===== config.mk =====
export PLATFORM = sky130hd
export DESIGN_NAME = pisd_top
export DESIGN_NICKNAME = d
export VERILOG_FILES = /design/src/design/pisd_pkg.sv /design/src/design/pisd_top.sv
export SDC_FILE = /design/constraint.sdc
export NUM_CORES = 1
export LEC_CHECK = 0
export BUFFER_PORTS_ARGS = -buffer_cell sky130_fd_sc_hd__buf_2
export CAP_MARGIN = 10
export CORE_ASPECT_RATIO = 1.4
export CORE_UTILIZATION = 58
export DETAILED_ROUTE_END_ITERATION = 10
export HOLD_SLACK_MARGIN = 0.15
export PLACE_DENSITY_LB_ADDON = 0.2
export SYNTH_ARGS = -nofsm -noshare
export SYNTH_HDL_FRONTEND = slang
export SYNTH_SLANG_ARGS = --single-unit

===== constraint.sdc =====
create_clock -name aclk -period 4 [get_ports aclk]
set_clock_uncertainty 0.2 [all_clocks]
set_input_delay 0.4 -clock aclk [delete_from_list [all_inputs] [get_ports aclk]]
set_output_delay 0.4 -clock aclk [all_outputs]
set_load 0.02 [all_outputs]

===== src/design/pisd_pkg.sv =====
package pisd_pkg;

	// ---------------------------------------------------------------
	// Register map
	// ---------------------------------------------------------------
	localparam logic [31:0] PISD_BASE_OFS   = 32'h5000_1400;
	localparam logic [31:0] PISD_SEL0_OFS   = 32'h5000_1400;
	localparam logic [31:0] PISD_SEL1_OFS   = 32'h5000_1402;
	localparam logic [31:0] PISD_SEL2_OFS   = 32'h5000_1404;
	localparam logic [31:0] PISD_SEL3_OFS   = 32'h5000_1406;
	localparam logic [31:0] PISD_SEL4_OFS   = 32'h5000_1408;
	localparam logic [31:0] PISD_DEB_OFS    = 32'h5000_140C;
	localparam logic [31:0] PISD_CLR_OFS    = 32'h5000_140E;
	localparam logic [31:0] PISD_LVL_OFS    = 32'h5000_1410;
	localparam logic [31:0] PISD_STAT_OFS   = 32'h5000_1420;
	localparam int          PISD_ADDR_W     = 8;

	// ---------------------------------------------------------------
	// Fields and reset values
	// ---------------------------------------------------------------
	localparam int          PISD_NCHAN      = 5;
	localparam int          PISD_NSRC       = 6;
	localparam int          PISD_NPIN       = 28;
	localparam int          PISD_SEL_W      = 6;
	localparam logic [15:0] PISD_SEL_MASK   = 16'h003F;
	localparam logic [15:0] PISD_DEB_MASK   = 16'h3F3F;
	localparam logic [15:0] PISD_LVL_MASK   = 16'h1F1F;
	localparam int          PISD_DEB_EN_LSB = 8;
	localparam int          PISD_DEB_KB_BIT = 13;
	localparam int          PISD_WAIT_LSB   = 8;
	localparam int          PISD_POL_LSB    = 0;
	localparam int          PISD_DLY_LSB    = 0;
	localparam int          PISD_CLR_LSB    = 0;
	localparam logic [15:0] PISD_RST_VAL    = 16'h0000;
	localparam logic [1:0]  PISD_RESP_OKAY  = 2'h0;
	localparam logic [1:0]  PISD_RESP_SLVERR = 2'h2;

	// ---------------------------------------------------------------
	// Timing
	// ---------------------------------------------------------------
	localparam int          PISD_CLK_NS     = 20;
	localparam int          PISD_TICK_NS    = 1000000;
	localparam int          PISD_TICK_CYC   = PISD_TICK_NS / PISD_CLK_NS;

	// ---------------------------------------------------------------
	// Carriers
	// ---------------------------------------------------------------
	typedef struct packed {
		logic        awvalid;
		logic [31:0] awaddr;
		logic        wvalid;
		logic [31:0] wdata;
		logic [3:0]  wstrb;
		logic        bready;
		logic        arvalid;
		logic [31:0] araddr;
		logic        rready;
	} pisd_axi_req_t;

	typedef struct packed {
		logic        awready;
		logic        wready;
		logic        bvalid;
		logic [1:0]  bresp;
		logic        arready;
		logic        rvalid;
		logic [31:0] rdata;
		logic [1:0]  rresp;
	} pisd_axi_rsp_t;

	typedef struct packed {
		logic [3:0] port3;
		logic [9:0] port2;
		logic [5:0] port1;
		logic [7:0] port0;
	} pisd_pins_t;

endpackage : pisd_pkg


===== src/design/pisd_top.sv =====
`timescale 1ns/1ps

// What this block does
// RQ1 - Five channels, each with a 6-bit selector; code zero routes nothing.
// RQ2 - Codes 1 to 8 pick port 0 pins 0 to 7.
// RQ3 - Codes 9 to 14 pick port 1 pins 0 to 5.
// RQ4 - Codes 15 to 24 pick port 2 pins 0 to 9.
// RQ5 - Codes 25 to 28 pick port 3 pins 0 to 3.
// RQ6 - Debounce enables in bits 8 to 12 gate each channel's counter.
// RQ7 - Bit 13 enables the debounce counter of the keypad path.
// RQ8 - With debounce on, keypad event rises after N times 1 ms, N 0 to 63.
// RQ9 - With debounce off, the event is raised without the delay.
// RQ10 - Polarity bit: zero fires on high input, one fires on low input.
// RQ11 - Mode bit: zero refires at once, one waits for release after clear.
// RQ12 - Writing one to a clear bit clears that pending event; reads return zero.
// RQ13 - Pins are synchronised first; delays count a 1 ms prescaler tick.
module pisd_top
	import pisd_pkg::*;
#(
	parameter int TICK_CYCLES = pisd_pkg::PISD_TICK_CYC
) (
	input  wire logic                    aclk,
	input  wire logic                    aresetn,
	input  wire pisd_pkg::pisd_axi_req_t axi_req,
	output      pisd_pkg::pisd_axi_rsp_t axi_rsp,
	input  wire pisd_pkg::pisd_pins_t    port_pins,
	input  wire logic                    keypad_raw,
	output      logic [4:0]              chan_pending,
	output      logic                    keypad_event
);
	import pisd_pkg::*;

	localparam int TW = $clog2(TICK_CYCLES + 1);

	// ---------------------------------------------------------------
	// Functions
	// ---------------------------------------------------------------
	function automatic logic [PISD_ADDR_W-1:0] reg_addr(input logic [31:0] ofs);
		logic [31:0] idx;
		idx = ofs - PISD_BASE_OFS;
		reg_addr = PISD_ADDR_W'(idx << 2);
	endfunction : reg_addr

	function automatic logic pick_pin(input logic [PISD_NPIN-1:0] pins,
		input logic [PISD_SEL_W-1:0] code);
		logic [PISD_SEL_W-1:0] ix;
		ix = code - 6'h01;
		if (code == 6'h00 || code > 6'h1C) begin
			pick_pin = 1'b0;
		end else begin
			pick_pin = pins[ix[4:0]];
		end
	endfunction : pick_pin

	function automatic logic [15:0] merge16(input logic [15:0] old, input logic [31:0] wd,
		input logic [3:0] st, input logic [15:0] mask);
		logic [15:0] v;
		v = old;
		if (st[0]) begin
			v[7:0] = wd[7:0];
		end
		if (st[1]) begin
			v[15:8] = wd[15:8];
		end
		merge16 = v & mask;
	endfunction : merge16

	// ---------------------------------------------------------------
	// Registers
	// ---------------------------------------------------------------
	logic [PISD_SEL_W-1:0]  sel_q [PISD_NCHAN];
	logic [15:0]            deb_q;
	logic [15:0]            lvl_q;
	logic                   aw_got_q;
	logic                   w_got_q;
	logic                   bvalid_q;
	logic                   rvalid_q;
	logic                   awready_q;
	logic                   wready_q;
	logic                   arready_q;
	logic [PISD_ADDR_W-1:0] waddr_q;
	logic [31:0]            wdata_q;
	logic [3:0]             wstrb_q;
	logic [1:0]             bresp_q;
	logic [1:0]             rresp_q;
	logic [31:0]            rdata_q;

	// ---------------------------------------------------------------
	// Write channel
	// ---------------------------------------------------------------
	wire logic aw_take  = axi_req.awvalid & awready_q;
	wire logic w_take   = axi_req.wvalid & wready_q;
	wire logic do_write = aw_got_q & w_got_q;
	wire logic aw_got_d = (aw_got_q | aw_take) & ~do_write;
	wire logic w_got_d  = (w_got_q | w_take) & ~do_write;
	wire logic bvalid_d = do_write | (bvalid_q & ~axi_req.bready);

	wire logic wr_sel0 = do_write && waddr_q == reg_addr(PISD_SEL0_OFS);
	wire logic wr_sel1 = do_write && waddr_q == reg_addr(PISD_SEL1_OFS);
	wire logic wr_sel2 = do_write && waddr_q == reg_addr(PISD_SEL2_OFS);
	wire logic wr_sel3 = do_write && waddr_q == reg_addr(PISD_SEL3_OFS);
	wire logic wr_sel4 = do_write && waddr_q == reg_addr(PISD_SEL4_OFS);
	wire logic wr_deb  = do_write && waddr_q == reg_addr(PISD_DEB_OFS);
	wire logic wr_clr  = do_write && waddr_q == reg_addr(PISD_CLR_OFS);
	wire logic wr_lvl  = do_write && waddr_q == reg_addr(PISD_LVL_OFS);
	wire logic wr_stat = do_write && waddr_q == reg_addr(PISD_STAT_OFS);
	wire logic [4:0] wr_sel = {wr_sel4, wr_sel3, wr_sel2, wr_sel1, wr_sel0};
	wire logic wr_hit  = (|wr_sel) | wr_deb | wr_clr | wr_lvl | wr_stat;

	// Low byte lane only carries the clear bits
	wire logic [PISD_NSRC-1:0] clr = (wr_clr && wstrb_q[0]) ?
		wdata_q[PISD_CLR_LSB +: PISD_NSRC] : 6'h00;  // [RQ12]

	always_ff @(posedge aclk) begin
		if (!aresetn) begin
			aw_got_q  <= 1'b0;
			w_got_q   <= 1'b0;
			bvalid_q  <= 1'b0;
			awready_q <= 1'b0;
			wready_q  <= 1'b0;
			bresp_q   <= PISD_RESP_OKAY;
			waddr_q   <= '0;
			wdata_q   <= 32'h0000_0000;
			wstrb_q   <= 4'h0;
		end else begin
			aw_got_q  <= aw_got_d;
			w_got_q   <= w_got_d;
			bvalid_q  <= bvalid_d;
			// Readies stay low while a response is open: one write in flight
			awready_q <= ~aw_got_d & ~bvalid_d;
			wready_q  <= ~w_got_d & ~bvalid_d;
			if (aw_take) begin
				waddr_q <= axi_req.awaddr[PISD_ADDR_W-1:0];
			end
			if (w_take) begin
				wdata_q <= axi_req.wdata;
				wstrb_q <= axi_req.wstrb;
			end
			// Status writes count as hits, so software sees OKAY and no change
			if (do_write) begin
				bresp_q <= wr_hit ? PISD_RESP_OKAY : PISD_RESP_SLVERR;
			end
		end
	end

	always_ff @(posedge aclk) begin
		if (!aresetn) begin
			for (int i = 0; i < PISD_NCHAN; i++) begin
				sel_q[i] <= '0;
			end
			deb_q <= PISD_RST_VAL;
			lvl_q <= PISD_RST_VAL;
		end else begin
			for (int i = 0; i < PISD_NCHAN; i++) begin
				if (wr_sel[i]) begin
					sel_q[i] <= PISD_SEL_W'(merge16({10'h000, sel_q[i]}, wdata_q,
						wstrb_q, PISD_SEL_MASK));  // [RQ1]
				end
			end
			if (wr_deb) begin
				deb_q <= merge16(deb_q, wdata_q, wstrb_q, PISD_DEB_MASK);
			end
			if (wr_lvl) begin
				lvl_q <= merge16(lvl_q, wdata_q, wstrb_q, PISD_LVL_MASK);
			end
		end
	end

	// ---------------------------------------------------------------
	// Read channel
	// ---------------------------------------------------------------
	logic [PISD_NSRC-1:0] pend_q;

	wire logic [PISD_ADDR_W-1:0] raddr = axi_req.araddr[PISD_ADDR_W-1:0];
	wire logic ar_take  = axi_req.arvalid & arready_q;
	wire logic rvalid_d = ar_take | (rvalid_q & ~axi_req.rready);
	wire logic rd_sel0  = raddr == reg_addr(PISD_SEL0_OFS);
	wire logic rd_sel1  = raddr == reg_addr(PISD_SEL1_OFS);
	wire logic rd_sel2  = raddr == reg_addr(PISD_SEL2_OFS);
	wire logic rd_sel3  = raddr == reg_addr(PISD_SEL3_OFS);
	wire logic rd_sel4  = raddr == reg_addr(PISD_SEL4_OFS);
	wire logic rd_deb   = raddr == reg_addr(PISD_DEB_OFS);
	wire logic rd_clr   = raddr == reg_addr(PISD_CLR_OFS);
	wire logic rd_lvl   = raddr == reg_addr(PISD_LVL_OFS);
	wire logic rd_stat  = raddr == reg_addr(PISD_STAT_OFS);
	wire logic rd_hit   = rd_sel0 | rd_sel1 | rd_sel2 | rd_sel3 | rd_sel4 | rd_deb
		| rd_clr | rd_lvl | rd_stat;
	// Clear register reads as zero
	wire logic [31:0] rd_mux =
		rd_sel0 ? {26'h0, sel_q[0]} :
		rd_sel1 ? {26'h0, sel_q[1]} :
		rd_sel2 ? {26'h0, sel_q[2]} :
		rd_sel3 ? {26'h0, sel_q[3]} :
		rd_sel4 ? {26'h0, sel_q[4]} :
		rd_deb  ? {16'h0, deb_q} :
		rd_lvl  ? {16'h0, lvl_q} :
		rd_stat ? {26'h0, pend_q} : 32'h0000_0000;  // [RQ12]

	always_ff @(posedge aclk) begin
		if (!aresetn) begin
			rvalid_q  <= 1'b0;
			arready_q <= 1'b0;
			rdata_q   <= 32'h0000_0000;
			rresp_q   <= PISD_RESP_OKAY;
		end else begin
			rvalid_q  <= rvalid_d;
			arready_q <= ~rvalid_d;
			if (ar_take) begin
				rdata_q <= rd_mux;
				rresp_q <= rd_hit ? PISD_RESP_OKAY : PISD_RESP_SLVERR;
			end
		end
	end

	assign axi_rsp = '{awready: awready_q, wready: wready_q, bvalid: bvalid_q,
		bresp: bresp_q, arready: arready_q, rvalid: rvalid_q, rdata: rdata_q,
		rresp: rresp_q};

	// ---------------------------------------------------------------
	// Pin synchroniser and 1 ms tick
	// ---------------------------------------------------------------
	// Three stages; a level is taken once stages two and three agree
	logic [PISD_NPIN:0] s1_q;
	logic [PISD_NPIN:0] s2_q;
	logic [PISD_NPIN:0] s3_q;
	logic [PISD_NPIN:0] stab_q;
	logic [TW-1:0]      pre_q;
	logic               tick_q;

	wire logic [PISD_NPIN:0] raw_in = {keypad_raw, port_pins};
	wire logic [PISD_NPIN:0] agree  = ~(s2_q ^ s3_q);
	// Tick runs free, so a delay of N ms may end up to one tick early
	wire logic               pre_end = pre_q == TW'(TICK_CYCLES - 1);

	always_ff @(posedge aclk) begin
		if (!aresetn) begin
			s1_q   <= '0;
			s2_q   <= '0;
			s3_q   <= '0;
			stab_q <= '0;
			pre_q  <= '0;
			tick_q <= 1'b0;
		end else begin
			s1_q   <= raw_in;  // [RQ13]
			s2_q   <= s1_q;
			s3_q   <= s2_q;
			stab_q <= (agree & s3_q) | (~agree & stab_q);
			pre_q  <= pre_end ? '0 : pre_q + TW'(1);  // [RQ13]
			tick_q <= pre_end;
		end
	end

	// ---------------------------------------------------------------
	// Source detect, debounce and pending
	// ---------------------------------------------------------------
	logic [PISD_SEL_W-1:0] cnt_q [PISD_NSRC];
	logic [PISD_NSRC-1:0]  qual_prev_q;

	wire logic [PISD_NPIN-1:0] pins_s = stab_q[PISD_NPIN-1:0];
	wire logic [PISD_NSRC-1:0] lvl_in = {stab_q[PISD_NPIN],
		pick_pin(pins_s, sel_q[4]), pick_pin(pins_s, sel_q[3]),
		pick_pin(pins_s, sel_q[2]), pick_pin(pins_s, sel_q[1]),
		pick_pin(pins_s, sel_q[0])};  // [RQ1] [RQ2] [RQ3] [RQ4] [RQ5]
	wire logic [PISD_NSRC-1:0] pol    = {1'b0, lvl_q[PISD_POL_LSB +: PISD_NCHAN]};
	wire logic [PISD_NSRC-1:0] active = lvl_in ^ pol;  // [RQ10]
	wire logic [PISD_NSRC-1:0] filt_on = {deb_q[PISD_DEB_KB_BIT],
		deb_q[PISD_DEB_EN_LSB +: PISD_NCHAN]};  // [RQ6] [RQ7]
	wire logic [PISD_NSRC-1:0] wait_rel = {1'b0, lvl_q[PISD_WAIT_LSB +: PISD_NCHAN]};
	wire logic [PISD_SEL_W-1:0] delay_n = deb_q[PISD_DLY_LSB +: PISD_SEL_W];

	logic [PISD_NSRC-1:0] qual;
	logic [PISD_NSRC-1:0] fire;

	always_comb begin
		for (int i = 0; i < PISD_NSRC; i++) begin
			qual[i] = active[i] & (~filt_on[i] | (cnt_q[i] >= delay_n));  // [RQ8] [RQ9]
			// Level mode refires while held; wait mode needs a fresh assertion
			fire[i] = qual[i] & (~wait_rel[i] | ~qual_prev_q[i]);  // [RQ11]
		end
	end

	always_ff @(posedge aclk) begin
		if (!aresetn) begin
			for (int i = 0; i < PISD_NSRC; i++) begin
				cnt_q[i] <= '0;
			end
			qual_prev_q <= '0;
			pend_q      <= '0;
		end else begin
			for (int i = 0; i < PISD_NSRC; i++) begin
				if (!active[i] || !filt_on[i]) begin
					cnt_q[i] <= '0;  // [RQ6]
				end else if (tick_q && cnt_q[i] < delay_n) begin
					cnt_q[i] <= cnt_q[i] + 6'h01;  // [RQ8]
				end
			end
			qual_prev_q <= qual;
			pend_q      <= (pend_q & ~clr) | fire;  // [RQ12]
		end
	end

	assign chan_pending = pend_q[PISD_NCHAN-1:0];
	assign keypad_event = pend_q[PISD_NCHAN];

endmodule : pisd_top


==> reports/qor.csv <==
stage;metric;value;unit
outcome;outcome;finished clean;
critical_path;path_buf_inv;1;
drt;routed_wl;29900;microns
cts;worstSkewPairLatency;540;ps
critical_path;crit_chain;inv_1 > ha_1 > or3b_1 > nand2_1 > nand2_1 > a31o_2 > a211oi_2 > xnor2_2 > nand4b_1;
drt;ant_nets;0;
hold_path;worstHoldPathType;input pin to register;
grt;grt_use_total;26.5;%
die;ios;183;
sta;final_max_slew_viol_count;0;
logic_synthesis;synthTopCellsByArea;dfxtp_1, edfxtp_1, mux4_2;
sta;timing.hold.ws;146;ps
sta;hold_viol;0;
logic_synthesis;synth_seq_cells;275;
drt;vias;9971;
sta;period_minus_slack;3250;ps
logic_synthesis;syn_inst;1296;
cts;root_buffer;clkbuf_16;
grt;first_global_vias;9612;
logic_synthesis;synth_top_area_share;32.3;%
cts;numCtsBuffers;26;
critical_path;cp_max_fo;9;
drt;wl_per_cell;17.2;microns
job;cap_violations;0;
grt;grt_pass1_wl;47900;microns
cts;post_cts_buffers;0;
logic_synthesis;yosysUniqueCellTypes;69;
cts;cts_max_level;1;
cells_and_area;layout_common_cells;dfxtp_1, nand2_1, and2_1;
power_and_ir_drop;p_leak;5.93;nW
cells_and_area;final_core_util;68.5;%
die;die_w;128;microns
critical_path;path_common_cell;nand2_1;
cells_and_area;nets;1614;
drt;dr.pass1.iters;7;
place;io_buffers;90;
drt;drc;0;
cells_and_area;n_antenna_cell;0;
power_and_ir_drop;ir_drop;406;uV
logic_synthesis;seq_area_frac_synth;47.7;%
place;dpl.hpwl;21200;microns
cells_and_area;drive_above_1_share;13.6;%
critical_path;critPathKind;register to register;
die;initial_core_util;59.2;%
cts;clock-sinks;275;
critical_path;path_delay_family;simple AND/OR/NAND/NOR gates;
sta;worst_pin_slew;1000;ps
cells_and_area;synthToLayoutAreaGrowth;15.8;%
drt;drt_iter0_markers;484;
critical_path;slowest_stage;nand4b_1;
logic_synthesis;synthArstFlopShare;0;%
logic_synthesis;synth_area;0.0129;sq mm
cts;cts_buffer_depth;3;
logic_synthesis;synth_top_area_cell;dfxtp_1;
grt;antenna_found_initial;0;
critical_path;arrival;3220;ps
sta;setup_viol;0;
die;std_cell_rows;64;
sta;rsz0062_at_grt;no;
sta;period_share;81.2;%
sta;slew_headroom;32.4;%
logic_synthesis;synth_area_per_cell;9.98;sq um
logic_synthesis;synth_flop_cell;dfxtp_1;
sta;fmax;308;MHz
die;die_y;179;microns
sta;setup_tns;0;ps
place;gp_congestion;0.936;
critical_path;startpoint_type;register;
grt;grt_overflow;0;
critical_path;r2r_setup_slack;750;ps
critical_path;cpPeakStageDelay;450;ps
cts;hold_buffers;64;
cts;post_cts_resized;0;
logic_synthesis;yosys_warnings;0;
critical_path;worstPathRequired;3970;ps
power_and_ir_drop;power_density;388;mW/mm^2
cts;cts_tree;built;
cells_and_area;final_common_cell;dfxtp_1;
drt;via_per_inst;5.72;
cells_and_area;filler_cell_count;1681;
grt;grt_max_degree;58;
logic_synthesis;synth-edff-count;66;
cts;clk_pin_slew;60;ps
critical_path;crit_path_end_kind;register;
die;fp.coreArea;0.0219;sq mm
die;dieArea;0.0229;sq mm
per-stage QoR:
stage               setup slack [ps]  area [sq um]  total power, W  cells
floorplan                       1020         13000         0.00329   1317
global route                     537         15000         0.00600   1743
finish                           752         15000         0.00581   1743
CTS                              764         15000         0.00586   1743
detailed placement               778         13500         0.00339   1635
global placement                 793         13500         0.00338   1635
power by group:
part / internal, W / switching [W] / total (W) / leakage, nW
logic: 0.000177 / 0.000228 / 0.000405 / 3.04
registers: 0.00291 / 0.0000592 / 0.00297 / 2.46
clock network: 0.00141 / 0.00103 / 0.00244 / 0.427
cells in the mapped netlist, types with 4 or more instances:
cell type	instances
and2_1	99
mux2i_1	26
inv_1	36
a32o_1	4
mux4_1	5
xor2_1	29
a32oi_1	6
mux4_2	29
a22oi_1	11
xnor2_2	4
nand4b_1	4
nor3_1	28
a22o_1	6
nor2b_1	9
xnor2_1	19
clkbuf_1	44
nor4_1	9
nand3_1	47
dfxtp_1	209
nand2_1	150
o211ai_1	9
o221ai_1	5
edfxtp_1	66
o21ai_0	57
a21o_1	10
nand4_1	13
nor2_1	82
a211oi_1	7
and3_1	17
a21oi_1	96
or3b_1	4
ha_1	48
mux2_2	4
buf_4	31
nand2b_1	10
o22ai_1	5
layer usage:
metal,global-route usage [%],wire (microns),share of wire (%),vias to the layer above
met1,29.4,11400,38,4691
met2,47.8,15300,51,304
met4,17.0,1940,6.5,0
li1,-,-,-,4856
met5,0,0,0,-
met3,3.22,1230,4.1,120
cell type report:
class | instances | area (sq um) | area share (%)
Clock buffer | 36 | 772 | 5.15
Multi-Input combinational cell | 924 | 6270 | 41.9
Timing Repair Buffer | 166 | 1180 | 7.88
Clock inverter | 8 | 81.3 | 0.543
Sequential cell | 275 | 6170 | 41.2
Inverter | 37 | 139 | 0.927
Tap cell | 297 | 372 | 2.48
final timing paths:
kind	from	endpoint	depth (start not counted)
setup reg to reg	sel_q[0][6]	cnt_q[1][3]	9
hold reg to reg	s1_q[23]	s2_q[23]	1
setup / recovery	sel_q[0][6]	cnt_q[1][3]	9
hold / removal	axi_req[104]	waddr_q[7]	4
worst reg2reg max path, cell delays in order (launching register included):
cell,delay (ps)
edfxtp_1,430
inv_1,100
ha_1,210
or3b_1,420
nand2_1,170
nand2_1,70
a31o_2,250
a211oi_2,350
xnor2_2,230
nand4b_1,450
cell families (layout without fill, tap and decap cells):
kind of cell	Yosys count	after routing	share of synthesized area, %
and+or+nand+nor	493	493	19.1
DFF	275	275	47.7
AOI/OAI and AO/OA	244	244	11.8
buffers and inverters	118	247	4.48
muxes	64	64	8.42
xor gates and xnor gates	52	52	3.75
adders and majority gates	49	49	4.72
other	1	22	0.0290
No activity file was read; power rests on OpenSTA's default activity.
